==> src/hw/dscs_cfg.svh <==
`ifndef DSCS_CFG_SVH
`define DSCS_CFG_SVH
// Summary of operation
// - core: 12 periods standard, 6 doubled
// - divide-by-two stage, always running, no bypass
// - reset gives standard speed unless option
// - startup option starts doubled after reset
// - double-speed bit with all peripheral bits set changes only CPU
// - peripheral doubles when cpu doubled, bit clear
// - peripheral bit: 0 six, 1 twelve periods
// - cpu bit zero: peripheral bits ignored
// - mode change only on divided rising edge
// - uart bit only for modes 0, 2
// - register 8Fh bit layout, can down to cpu
// - clock control register resets to zero
// - reached by direct sfr address 80h-FFh
`define DSCS_REG_ADDR 8'h8F
`define DSCS_SFR_LO 8'h80
`define DSCS_REG_RESET 8'h00
`define DSCS_BIT_CPU 0
`define DSCS_BIT_T0 1
`define DSCS_BIT_T1 2
`define DSCS_BIT_T2 3
`define DSCS_BIT_UART 4
`define DSCS_BIT_PCA 5
`define DSCS_BIT_WDT 6
`define DSCS_BIT_CAN 7
`define DSCS_PHASES_STD 4'hC
`define DSCS_PHASES_DBL 4'h6
`define DSCS_NPERIPH 7
`define DSCS_BOOT_WAIT 2'h2
`endif

==> src/hw/dscs_pkg.sv <==
package dscs_pkg;
	// per-cycle tick outputs, one per consumer
	typedef struct packed {
		logic can;
		logic wdt;
		logic counter_array;
		logic uart;
		logic t2;
		logic t1;
		logic t0;
		logic cpu;
	} dscs_ticks_t;
	// sfr direct access request
	typedef struct packed {
		logic [7:0] addr;
		logic [7:0] wdata;
		logic wr;
		logic rd;
	} dscs_sfr_req_t;
endpackage

==> src/hw/dscs_rate_gen.sv <==
`include "dscs_cfg.svh"
// counts oscillator periods; emits one tick per cycle of 12 or 6 periods.
// mode is taken only at a divided-clock rising edge that starts a new cycle.
module dscs_rate_gen (
	// clock and reset
	input wire logic sys_clk,
	input wire logic nrst,
	// control
	input wire logic fast_req,
	input wire logic half_rise,
	// result
	output logic tick,
	output logic fast_now
);
	typedef struct packed {
		logic [3:0] cnt;
		logic fast;
		logic tick;
	} dscs_rg_state_t;
	dscs_rg_state_t st_reg, st_next;

	// a cycle ends at its full count; count only restarts at boundaries, so
	// no phase is ever cut short when the rate changes
	always_comb
	begin
		st_next = st_reg;
		st_next.tick = 1'b0;
		// latching only on the first edge of a cycle keeps every cycle whole
		if (half_rise && st_reg.cnt == 4'h0)
		begin
			st_next.fast = fast_req;
		end
		if (st_reg.cnt >= (st_reg.fast ? `DSCS_PHASES_DBL : `DSCS_PHASES_STD) - 4'h1)
		begin
			st_next.cnt = 4'h0;
			st_next.tick = 1'b1;
		end
		else
		begin
			st_next.cnt = st_reg.cnt + 4'h1;
		end
	end

	always_ff @(posedge sys_clk or negedge nrst)
	begin
		if (!nrst)
			st_reg <= '0;
		else
			st_reg <= st_next;
	end

	assign tick = st_reg.tick;
	assign fast_now = st_reg.fast;
endmodule

==> src/hw/dscs_top.sv <==
`include "dscs_cfg.svh"
// clock-rate select block: holds the clock control register and produces
// per-consumer cycle ticks derived from the oscillator clock sys_clk
module dscs_top (
	// clock and reset
	input wire logic sys_clk,
	input wire logic nrst,
	// nonvolatile startup option, static pin
	input wire logic startup_double_speed_option,
	// sfr direct-access port from the cpu
	input wire dscs_pkg::dscs_sfr_req_t sfr_req,
	output logic [7:0] sfr_rdata,
	output logic sfr_hit,
	// uart mode field, from the uart
	input wire logic [1:0] uart_mode,
	// rate outputs
	output dscs_pkg::dscs_ticks_t ticks,
	output logic [7:0] clock_rate_select,
	output logic half_clk
);
	typedef struct packed {
		logic [7:0] ctl;
		logic [1:0] opt_sync;
		logic boot_done;
		logic [1:0] boot_wait;
		logic half;
		logic [7:0] rdata;
		logic hit;
	} dscs_state_t;
	dscs_state_t st_reg, st_next;

	logic [7:0] eff_fast;
	logic [7:0] tick_vec;
	logic [7:0] fast_vec;
	logic half_rise;
	logic addr_ok;

	// sfr decode only inside the direct sfr window
	assign addr_ok = (sfr_req.addr >= `DSCS_SFR_LO) && (sfr_req.addr == `DSCS_REG_ADDR);
	// divided clock rising edge happens when the half toggle goes high
	assign half_rise = !st_reg.half;

	// register, divider and strap capture
	always_comb
	begin
		st_next = st_reg;
		st_next.half = !st_reg.half;
		st_next.opt_sync = {st_reg.opt_sync[0], startup_double_speed_option};
		st_next.hit = 1'b0;
		if (!st_reg.boot_done)
		begin
			// strap is read only once both sync stages hold it, never under reset
			if (st_reg.boot_wait == `DSCS_BOOT_WAIT)
			begin
				st_next.boot_done = 1'b1;
				st_next.ctl[`DSCS_BIT_CPU] = st_reg.opt_sync[1];
			end
			else
			begin
				st_next.boot_wait = st_reg.boot_wait + 2'h1;
			end
		end
		if (sfr_req.wr && addr_ok)
		begin
			st_next.ctl = sfr_req.wdata;
			st_next.hit = 1'b1;
		end
		if (sfr_req.rd && addr_ok)
		begin
			st_next.rdata = st_reg.ctl;
			st_next.hit = 1'b1;
		end
	end

	always_ff @(posedge sys_clk or negedge nrst)
	begin
		if (!nrst)
		begin
			st_reg <= '0;
			st_reg.ctl <= `DSCS_REG_RESET;
		end
		else
			st_reg <= st_next;
	end

	// effective doubling: cpu bit gates every peripheral bit
	always_comb
	begin
		eff_fast = 8'h00;
		eff_fast[`DSCS_BIT_CPU] = st_reg.ctl[`DSCS_BIT_CPU];
		for (int i = 1; i < 8; i++)
			eff_fast[i] = st_reg.ctl[`DSCS_BIT_CPU] && !st_reg.ctl[i];
		// uart modes 1 and 3 follow their own timing, never doubled here
		if (uart_mode != 2'b00 && uart_mode != 2'b10)
			eff_fast[`DSCS_BIT_UART] = 1'b0;
	end

	// one rate generator per consumer
	genvar g;
	generate
		for (g = 0; g < 8; g++)
		begin : gen_rate
			dscs_rate_gen u_rg (
				.sys_clk(sys_clk),
				.nrst(nrst),
				.fast_req(eff_fast[g]),
				.half_rise(half_rise),
				.tick(tick_vec[g]),
				.fast_now(fast_vec[g])
			);

		end
	endgenerate

	assign ticks = dscs_pkg::dscs_ticks_t'(tick_vec);
	assign clock_rate_select = st_reg.ctl;
	assign sfr_rdata = st_reg.rdata;
	assign sfr_hit = st_reg.hit;
	assign half_clk = st_reg.half;
endmodule

==> config.mk <==
export PLATFORM = sky130hd
export DESIGN_NAME = dscs_top
export DESIGN_NICKNAME = d
export VERILOG_FILES = /design/src/hw/dscs_pkg.sv /design/src/hw/dscs_rate_gen.sv /design/src/hw/dscs_top.sv
export VERILOG_INCLUDE_DIRS = /design/src /design/src/hw
export SDC_FILE = /design/constraint.sdc
export NUM_CORES = 1
export LEC_CHECK = 0
export BUFFER_PORTS_ARGS = -buffer_cell sky130_fd_sc_hd__buf_2
export CAP_MARGIN = 20
export CORE_ASPECT_RATIO = 2
export CORE_MARGIN = 3
export CORE_UTILIZATION = 52
export DETAILED_ROUTE_END_ITERATION = 6
export HOLD_SLACK_MARGIN = 0.02
export PLACE_DENSITY_LB_ADDON = 0.2
export SYNTH_ARGS = -nofsm -noshare
export SYNTH_HDL_FRONTEND = slang
export SYNTH_HIERARCHICAL = 1
export SYNTH_SLANG_ARGS = --single-unit
==> constraint.sdc <==
create_clock -name sys_clk -period 1.43 [get_ports sys_clk]
set_input_delay 0.2145 -clock sys_clk [delete_from_list [all_inputs] [get_ports sys_clk]]
set_output_delay 0.2145 -clock sys_clk [all_outputs]
set_load 0.02 [all_outputs]
* After elaboration in Yosys (flattened, before gate mapping)
Cells that the tools add are included.
** Operators by class
- Equal/unequal tests :: 4
- Order comparisons :: 9
- Reduce and logical (&&, ||, !) cells :: 39
- Multiply operators :: 0
- Muxes and demuxes :: 33
- $add $sub $neg :: 17
- Shift-type cells :: 0
- Div/mod/pow operators :: 0
- Bitwise gates (word level) :: 2
** Operators with widths (count)
- $mux 4 :: 16
- $add 4x1->4 const B :: 8
- $ge 4x4->1 :: 8
- $logic_not 4->1 :: 8
- $sub 4x1->4 const B :: 8
- $logic_and 1x1->1 :: 19
- $mux 1 :: 15
- $eq 8x8->1 const B :: 1
- $ge 8x8->1 const B :: 1
- $logic_not 1->1 :: 8
- $reduce_and 2->1 :: 2
- $reduce_bool 2->1 :: 2
- $mux 3 :: 1
- $add 2x1->2 const B :: 1
- $eq 2x2->1 const B :: 1
- $mux 2 :: 1
- $ne 2x1->1 const B :: 1
- $ne 2x2->1 const B :: 1
- $not 1->1 :: 2
** Storage, ports and cells
- RAM bits :: 0
- Bits of input ports :: 23
- Bits in latches :: 0
- Memory bits (read-only) :: 0
- Memories kept :: 0
- Register bits :: 71
- Logic and storage cells :: 136
- Output and inout bits :: 26

* Logic depth before layout (Yosys ltp)
Gate-level depths: netlist (run 1).
- Depth after elaboration :: 5
- Depth in mapped cells :: 6
- Depth with buffers taken out :: 5

* Hierarchy
The synthesis (run 1) kept the hierarchy.
** By module, submodules not included
- dscs_rate_gen :: times used 8, sequential area each 150.1 um^2, area an instance 309.0 um^2, cells an instance 29
- dscs_top :: times used 1, sequential area each 575.6 um^2, area an instance 1048.5 um^2, cells an instance 77

* Least setup slack after synthesis (run 1)
No wires, ideal clock.
- Path kind :: register to register
- From :: register st_reg[10] (netlist name)
- To :: register st_reg, in the netlist clock_rate_select[0]
- Data arrival time :: 1.253 ns
- Required time :: 1.305 ns
- Path buffers :: 0
- Cell stages (with the launch flop) :: 6
- Path slack :: 0.052 ns
- Period minus slack after synthesis :: 1.378 ns
- Library setup time :: 0.125 ns
- Cells stage by stage :: dfrtp_1 inv_1 ha_1 nor2b_1 mux2_2 mux2_2
** RTL lines
- end signal: assignment :: RTL line dscs_top.sv:83 : st_reg <= st_next;
- end: declaration :: RTL line dscs_top.sv:30 : dscs_state_t st_reg, st_next;

==> metrics.md, run 1 <==
| Metric | Value |
|---|---|
| Max reg flops | 32 |
| Fin. max-slew vios | 0 |
| Hold Path Class | in2reg |
| Ports | between 40 and 50 |
| Post-Syn Area | roughly 3500 um^2 |
| Iteration-0 DRC Markers | a little under 90 |
| Drt pass-1 iters | 4 |
| Die Span Y | 122 um |
| Post-Layout Inst Area | 4170 um^2 |
| Fin nets | 419 |
| IO buf count | 47 |
| WP data required | around 1.7 ns |
| YS warnings | 6 |
| Placed cell areas | between 3000 and 4000 um^2 |
| Ratio of cells with drive above 1 in the final layout | 0.289 |
| Fillers | 560 |
| Distinct cells, synth | 23 |
| Sequential area share after synthesis | 0.505 |
| # diodes | 0 |
| CTS tree | done |
| Die Width | around 64 um |
| Clock Skew | between 0.004 and 0.005 ns |
| Max cap viols | 0 |
| Slew HR | 0.747 |
| Via count | 2266 |
| Post-DR vias/cell | 5.08 |
| Hpwl dp | approximately 4400 um |
| Mapped Nets | about 370 |
| Status | finished, final reports clean |
| GP Congestion | roughly 0.78 |
| Worst skew pair latency | between 0.3 and 0.4 ns |
| Fin crit share | 0.980 |
| Largest net degree at the start of global routing | slightly above 70 |
| Post-CTS Repair Setup Buffers | 0 |
| Crit Path Class | reg2reg |
| Finish-stage setup viols | 0 |
| First-pass GRT wire length | roughly 10000 um |
| Vias in the first global route | 2289 |
| Setup TNS | 0 ns |
| Most frequent cells in the layout | 71 x dfrtp_1, 47 x buf_2, 40 x ha_1, 34 x inv_1, 32 x nor2_1 |
| CTS HTree Levels | 3 |
| Starting Density | 0.545 |
| Crit path max fanout | 2 |
| Final hold vios | 0 |
| CTS Buf Count | 9 |
| Cells after Synth | 309 |
| Antenna-violating nets left | 0 |
| Fmax achieved | around 710 MHz |
| Worst setup EP type | flop |
| Residual DRC | 0 |
| #FFs+latches synth | a little over 70 |
| Routed WL | around 6200 um |
| Startpoint types | flop |
| CTS root buffer | clkbuf_16 |
| Core Util, Final | 0.645 |
| Die area | around 7900 um^2 |
| CP Data Arrival Time | roughly 1.6 ns |
| Initial antenna violation count | 0 |
| Avg Inst Size Synth | between 10 and 15 um^2 |
| P_leak | around 2.2 nW |
| Clk sinks | just over 70 |
| Worst-margin pin slew | around 0.38 ns |
| Maximum vdd drop | between 1000 and 1500 uV |
| Commonest non-fill, non-tap cell in the layout | dfrtp_1 |
| Core area | 6460 um^2 |
| Avg WL per Cell | ~14 um |
| All-Layer GR Usage | 0.179 |
| Cell row count | between 40 and 50 |
| Clock-pin slew on the worst setup and hold paths | around 0.05 ns |
| Clk buf depth | 2 |
| Min Tclk post-route | roughly 1.4 ns |
| RSZ-0062 raised after global routing | true |
| GRT overflow | 0 |
| P&R area growth vs syn | 18.4% |
| Power per Cell Area | 2080 nW/um^2 |
synth_stat cells (all sizes together):
cell type | number | area, um^2
or2 | 1 | 6.26
and4bb | 8 | 100
and4 | 1 | 8.76
nor2b | 7 | 43.8
a21oi | 16 | 80.1
inv | 34 | 128
nand2 | 17 | 63.8
buf | 16 | 120
nor4b | 1 | 23.8
ha | 41 | 513
mux2 | 17 | 191
o21ai | 17 | 115
nand3 | 10 | 60.1
clkbuf | 1 | 3.75
o211a | 1 | 10.0
dfrtp | 71 | 1780
nor3b | 1 | 7.51
nor2 | 32 | 120
xor2 | 8 | 70.1
xnor2 | 9 | 78.8
metal layers:
metal,wire length (um),track usage
met5,0,0
met4,148,0.111
met3,261,0.0366
met2,3290,0.312
met1,2520,0.194
cell type report:
| cell class | count | area (um^2) | area share |
|---|---|---|---|
| Inverter | 34 | 128 | 0.0306 |
| Sequential cell | 71 | 1780 | 0.426 |
| Clock inverter | 6 | 133 | 0.0318 |
| Multi-Input combinational cell | 187 | 1510 | 0.361 |
| Tap cell | 86 | 108 | 0.0258 |
| Timing Repair Buffer | 52 | 290 | 0.0696 |
| Clock buffer | 10 | 229 | 0.0549 |
power breakdown:
part,internal (mW),switching (mW),total [mW]
Clock,1.88,0.812,2.69
Combinational,1.19,1.54,2.73
Sequential,2.65,0.607,3.26
Total,5.71,2.96,8.67
critical path, cell delays in order, from the launching register on:
cell,delay [ns]
dfrtp_1,0.37
inv_1,0.06
ha_2,0.17
nor2b_4,0.14
mux2_4,0.29
mux2_2,0.25
worst paths after layout:
kind | cells after the start | slack (ns) | endpoint | startpoint
worst min register to register | 0 | 0.37 | st_reg[14] | st_next[14]
worst max register to register | 5 | 0.03 | clock_rate_select[0] | st_reg[10]
worst max-delay path | 5 | 0.03 | clock_rate_select[0] | st_reg[10]
worst min-delay path | 2 | 0.11 | clock_rate_select[4] | sfr_req[6]
max in group asynchronous | 3 | 0.69 | gen_rate[5].u_rg/st_reg[4] | nrst
min in group asynchronous | 3 | 0.43 | gen_rate[1].u_rg/st_reg[4] | nrst
logic make-up (layout without fill, tap and decap cells):
kind of cell	count (synthesis)	after routing	share of synthesized area
compound gates	34	34	0.0583
xor+xnor	17	17	0.0423
fa+ha+maj	41	41	0.146
buf+inv	51	102	0.0714
flops	71	71	0.505
mux	17	17	0.0544
simple gates	78	78	0.123
through the flow:
step | std cells | power, mW | worst slack, ns | hold WS [ns]
after floorplan | 309 | 5.27 | 0.0522 | -0.0811
after global placement | 428 | 5.86 | 0.0267 | 0.266
after detailed placement | 428 | 6.03 | -0.00879 | 0.272
after CTS | 446 | 8.80 | 0.00508 | 0.0996
after global routing | 446 | 9.42 | -0.0204 | 0.112
final | 446 | 8.67 | 0.0281 | 0.110
what timing repair did:
item,CTS,global route
setup endpoints to repair,0,1
hold buffers,2,0
endpoints found under the hold margin,72,0
gates resized for setup,0,4
Power figures use the tool's default switching activity.
==> inputs of run 2 (changes only) <==
--- a/config.mk
+++ b/config.mk
@@ -16,5 +16,4 @@
 export PLACE_DENSITY_LB_ADDON = 0.2
 export SYNTH_ARGS = -nofsm -noshare
 export SYNTH_HDL_FRONTEND = slang
-export SYNTH_HIERARCHICAL = 1
 export SYNTH_SLANG_ARGS = --single-unit
==> metrics.md, run 2 <==
| Metric | Value |
|---|---|
| Clk buf depth | 2 (unchanged) |
| DR top layer | met4 (unchanged) |
| Worst skew pair latency | 0.33 ns (was 0.34 ns) |
| Largest net degree at the start of global routing | 64 (was 72) |
| GRT overflow | 0 (unchanged) |
| Count leader, synth | dfrtp_1 (unchanged) |
| Avg WL per Cell | 13.5 um (was 13.9 um) |
| Area leader, netlist | dfrtp_1 (unchanged) |
| Ports | 49 (unchanged) |
| Ratio of cells with drive above 1 in the final layout | 0.267 (was 0.289) |
| CTS root buffer | clkbuf_16 (unchanged) |
| WP data required | 1.64 ns (was 1.65 ns) |
| Reg2Reg Setup Slack | 0.02 ns (was 0.03 ns) |
| Worst-margin pin slew | 0.395 ns (was 0.379 ns) |
| Finish-stage setup viols | 0 (unchanged) |
| Cells after Synth | 313 (was 309) |
| Setup TNS | 0 ns (unchanged) |
| Post-synth top cells | 71 x dfrtp_1, 41 x ha_1, 34 x inv_1 (unchanged) |
| P&R area growth vs syn | 15.8% (was 18.4%) |
| GP Congestion | 0.777 (was 0.785) |
| Hold Path Class | in2reg (unchanged) |
| Met1 WL | 2440 um (was 2520 um) |
| CP Data Arrival Time | 1.62 ns (about the same) |
| Maximum vdd drop | 920 uV (was 1330 uV) |
| Status | finished, final reports clean (unchanged) |
| Iteration-0 DRC Markers | 110 (was 88) |
| Min Tclk post-route | 1.41 ns (was 1.40 ns) |
| Post-synth ARST share | 1.00 (unchanged) |
| Crit path max fanout | 2 (unchanged) |
| Routed WL | 6030 um (was 6220 um) |
| Tot Pwr | 7.97 mW (was 8.67 mW) |
| YS warnings | 0 (was 6) |
| Fin crit share | 0.987 (was 0.980) |
| Leading post-synthesis cells by cell area | dfrtp_1 51%, ha_1 15%, mux2_2 5.5%, buf_4 5.1%, inv_1 3.6% (was dfrtp_1 50%, ha_1 15%, mux2_2 5.4%, inv_1 3.6%, buf_4 3.4%) |
| Avg Inst Size Synth | 11.2 um^2 (was 11.4 um^2) |
| Hpwl dp | 4320 um (was 4360 um) |
| Drt pass-1 iters | 4 (unchanged) |
| Max reg flops | 32 (unchanged) |
| Mapped Nets | 377 (was 373) |
| Clk sinks | 71 (unchanged) |
| Number of synthesized flops with an enable pin | 0 (unchanged) |
| Most frequent cells in the layout | 70 x dfrtp_1, 47 x buf_2, 40 x ha_1, 34 x inv_1, 33 x nor2_1 (was 71 x dfrtp_1, 47 x buf_2, 40 x ha_1, 34 x inv_1, 32 x nor2_1) |
| Final hold vios | 0 (unchanged) |
| Starting Density | 0.548 (was 0.545) |
| Cell row count | 41 (unchanged) |
| Reg-to-reg endpoint | clock_rate_select[0] (unchanged) |
| Top FF cell, synth | dfrtp_1 (unchanged) |
| Fin nets | 420 (was 419) |
| Sequential area share after synthesis | 0.506 (was 0.505) |
| Reg-to-Reg Start | st_reg[10] (unchanged) |
| Post-DR vias/cell | 5.14 (was 5.08) |
| First-pass GRT wire length | 10600 um (was 10400 um) |
| Post-Syn Area | 3510 um^2 (was 3520 um^2) |
| CTS HTree Levels | 3 (unchanged) |
| Commonest non-fill, non-tap cell in the layout | dfrtp_1 (unchanged) |
| Critical Path Sink | clock_rate_select[0] (unchanged) |
| Clock Skew | 0.00190 ns (was 0.00425 ns) |
| Antenna-violating nets left | 0 (unchanged) |
| Fillers | 531 (was 560) |
| Startpoint types | flop (unchanged) |
| CTS tree | done (unchanged) |
| P_leak | 2.15 nW (was 2.20 nW) |
| Core area | 6410 um^2 (was 6460 um^2) |
| CTS Buf Count | 9 (unchanged) |
| Die Width | 64.1 um (was 64.2 um) |
| Via count | 2291 (was 2266) |
| Initial antenna violation count | 0 (unchanged) |
| Met2 routed WL | 3090 um (was 3290 um) |
| Die area | 7830 um^2 (was 7850 um^2) |
| Die Span Y | 122 um (about the same) |
| Slew HR | 0.733 (was 0.747) |
| Worst setup EP type | flop (unchanged) |
| Register area | 1780 um^2 (about the same) |
| Fin. max-slew vios | 0 (unchanged) |
| Fmax achieved | 709 MHz (was 713 MHz) |
| Crit Path Class | reg2reg (unchanged) |
| Power per Cell Area | 1960 nW/um^2 (was 2080 nW/um^2) |
| Clock-pin slew on the worst setup and hold paths | 0.05 ns (about the same) |
| Residual DRC | 0 (unchanged) |
| Max cap viols | 0 (unchanged) |
| Multi-input gate area | 1450 um^2 (was 1510 um^2) |
| Critical Path Source | st_reg[10] (unchanged) |
| Distinct cells, synth | 22 (was 23) |
| All-Layer GR Usage | 0.176 (was 0.179) |
| Vias in the first global route | 2382 (was 2289) |
| Synth top area share | 0.506 (was 0.505) |
| #FFs+latches synth | 71 (unchanged) |
| Worst-case reg-to-reg path depth | 5 (unchanged) |
| IO buf count | 47 (unchanged) |
| # diodes | 0 (unchanged) |
| RSZ-0062 raised after global routing | true (unchanged) |
| DR WL met3 | 297 um (was 261 um) |
-- run 2: critical path: stages (launching register included) --
cell and delay (ns):
dfrtp_1 0.37, inv_1 0.06, ha_2 0.17, nor2b_4 0.14, mux2_4 0.30, mux2_4 0.26
-- run 2: power breakdown --
group | internal [mW] | switching [mW]
Combinational | 1.26 | 1.52
Sequential | 2.66 | 0.590
Clock | 1.21 | 0.739
Total | 5.12 | 2.85
-- run 2: what timing repair did --
| action | in CTS | in global routing |
|---|---|---|
| hold buffers | 2 | 0 |
| endpoints found under the setup margin | 2 | 10 |
| gates cloned | 0 | 0 |
| buffers inserted | 1 | 0 |
| resized for setup | 5 | 5 |
| hold endpoints to repair | 9 | 0 |
-- run 2: how the worst min path moves through the flow --
| stage | start | end | slack, ns | cells past startpoint |
|---|---|---|---|---|
| 6_report | sfr_req[6] | clock_rate_select[4] | 0.12 | 2 |
| 5_1_grt | sfr_req[8] | clock_rate_select[6] | 0.13 | 2 |
| 4_1_cts | sfr_req[5] | clock_rate_select[3] | 0.10 | 2 |
| 3_5_place_dp | nrst | gen_rate[1].u_rg.st_reg[4] | 0.08 | 1 |
| 3_3_place_gp | nrst | gen_rate[1].u_rg.st_reg[4] | 0.08 | 1 |
| 2_1_floorplan | nrst | clock_rate_select[0] | -0.08 | 0 |
-- run 2: logic make-up (layout without fill, tap and decap cells) --
| family | count (synthesis) | in the layout | synth area share |
|---|---|---|---|
| flops | 71 | 71 | 0.506 |
| xor+xnor | 17 | 17 | 0.0424 |
| buf+inv | 61 | 108 | 0.0909 |
| mux | 17 | 17 | 0.0545 |
| simple gates | 72 | 72 | 0.110 |
| fa+ha+maj | 41 | 41 | 0.146 |
| compound gates | 34 | 34 | 0.0499 |
-- run 2: cell type report --
class,count,area share
Clock inverter,1,0.00123
Inverter,34,0.0314
Tap cell,86,0.0265
Timing Repair Buffer,59,0.0843
Clock buffer,14,0.0625
Sequential cell,71,0.437
Multi-Input combinational cell,181,0.357
-- run 2: per-layer routing --
layer,GRT usage,up-vias
met3,0.0461,16
met1,0.195,1118
li1,-,1102
met4,0.101,0
met2,0.301,55
met5,0,-
-- run 2: per-stage QoR --
step           setup WS (ns)   util  instances  hold WS, ns  area, um^2
2_1_floorplan         0.0522      -        313      -0.0811        3510
3_3_place_gp         -0.0417  0.584        428       0.0794        3740
3_5_place_dp         -0.0790  0.584        428       0.0830        3740
4_1_cts              0.00401  0.631        446        0.103        4040
5_1_grt              -0.0570  0.634        446        0.126        4070
6_report              0.0187  0.634        446        0.118        4070
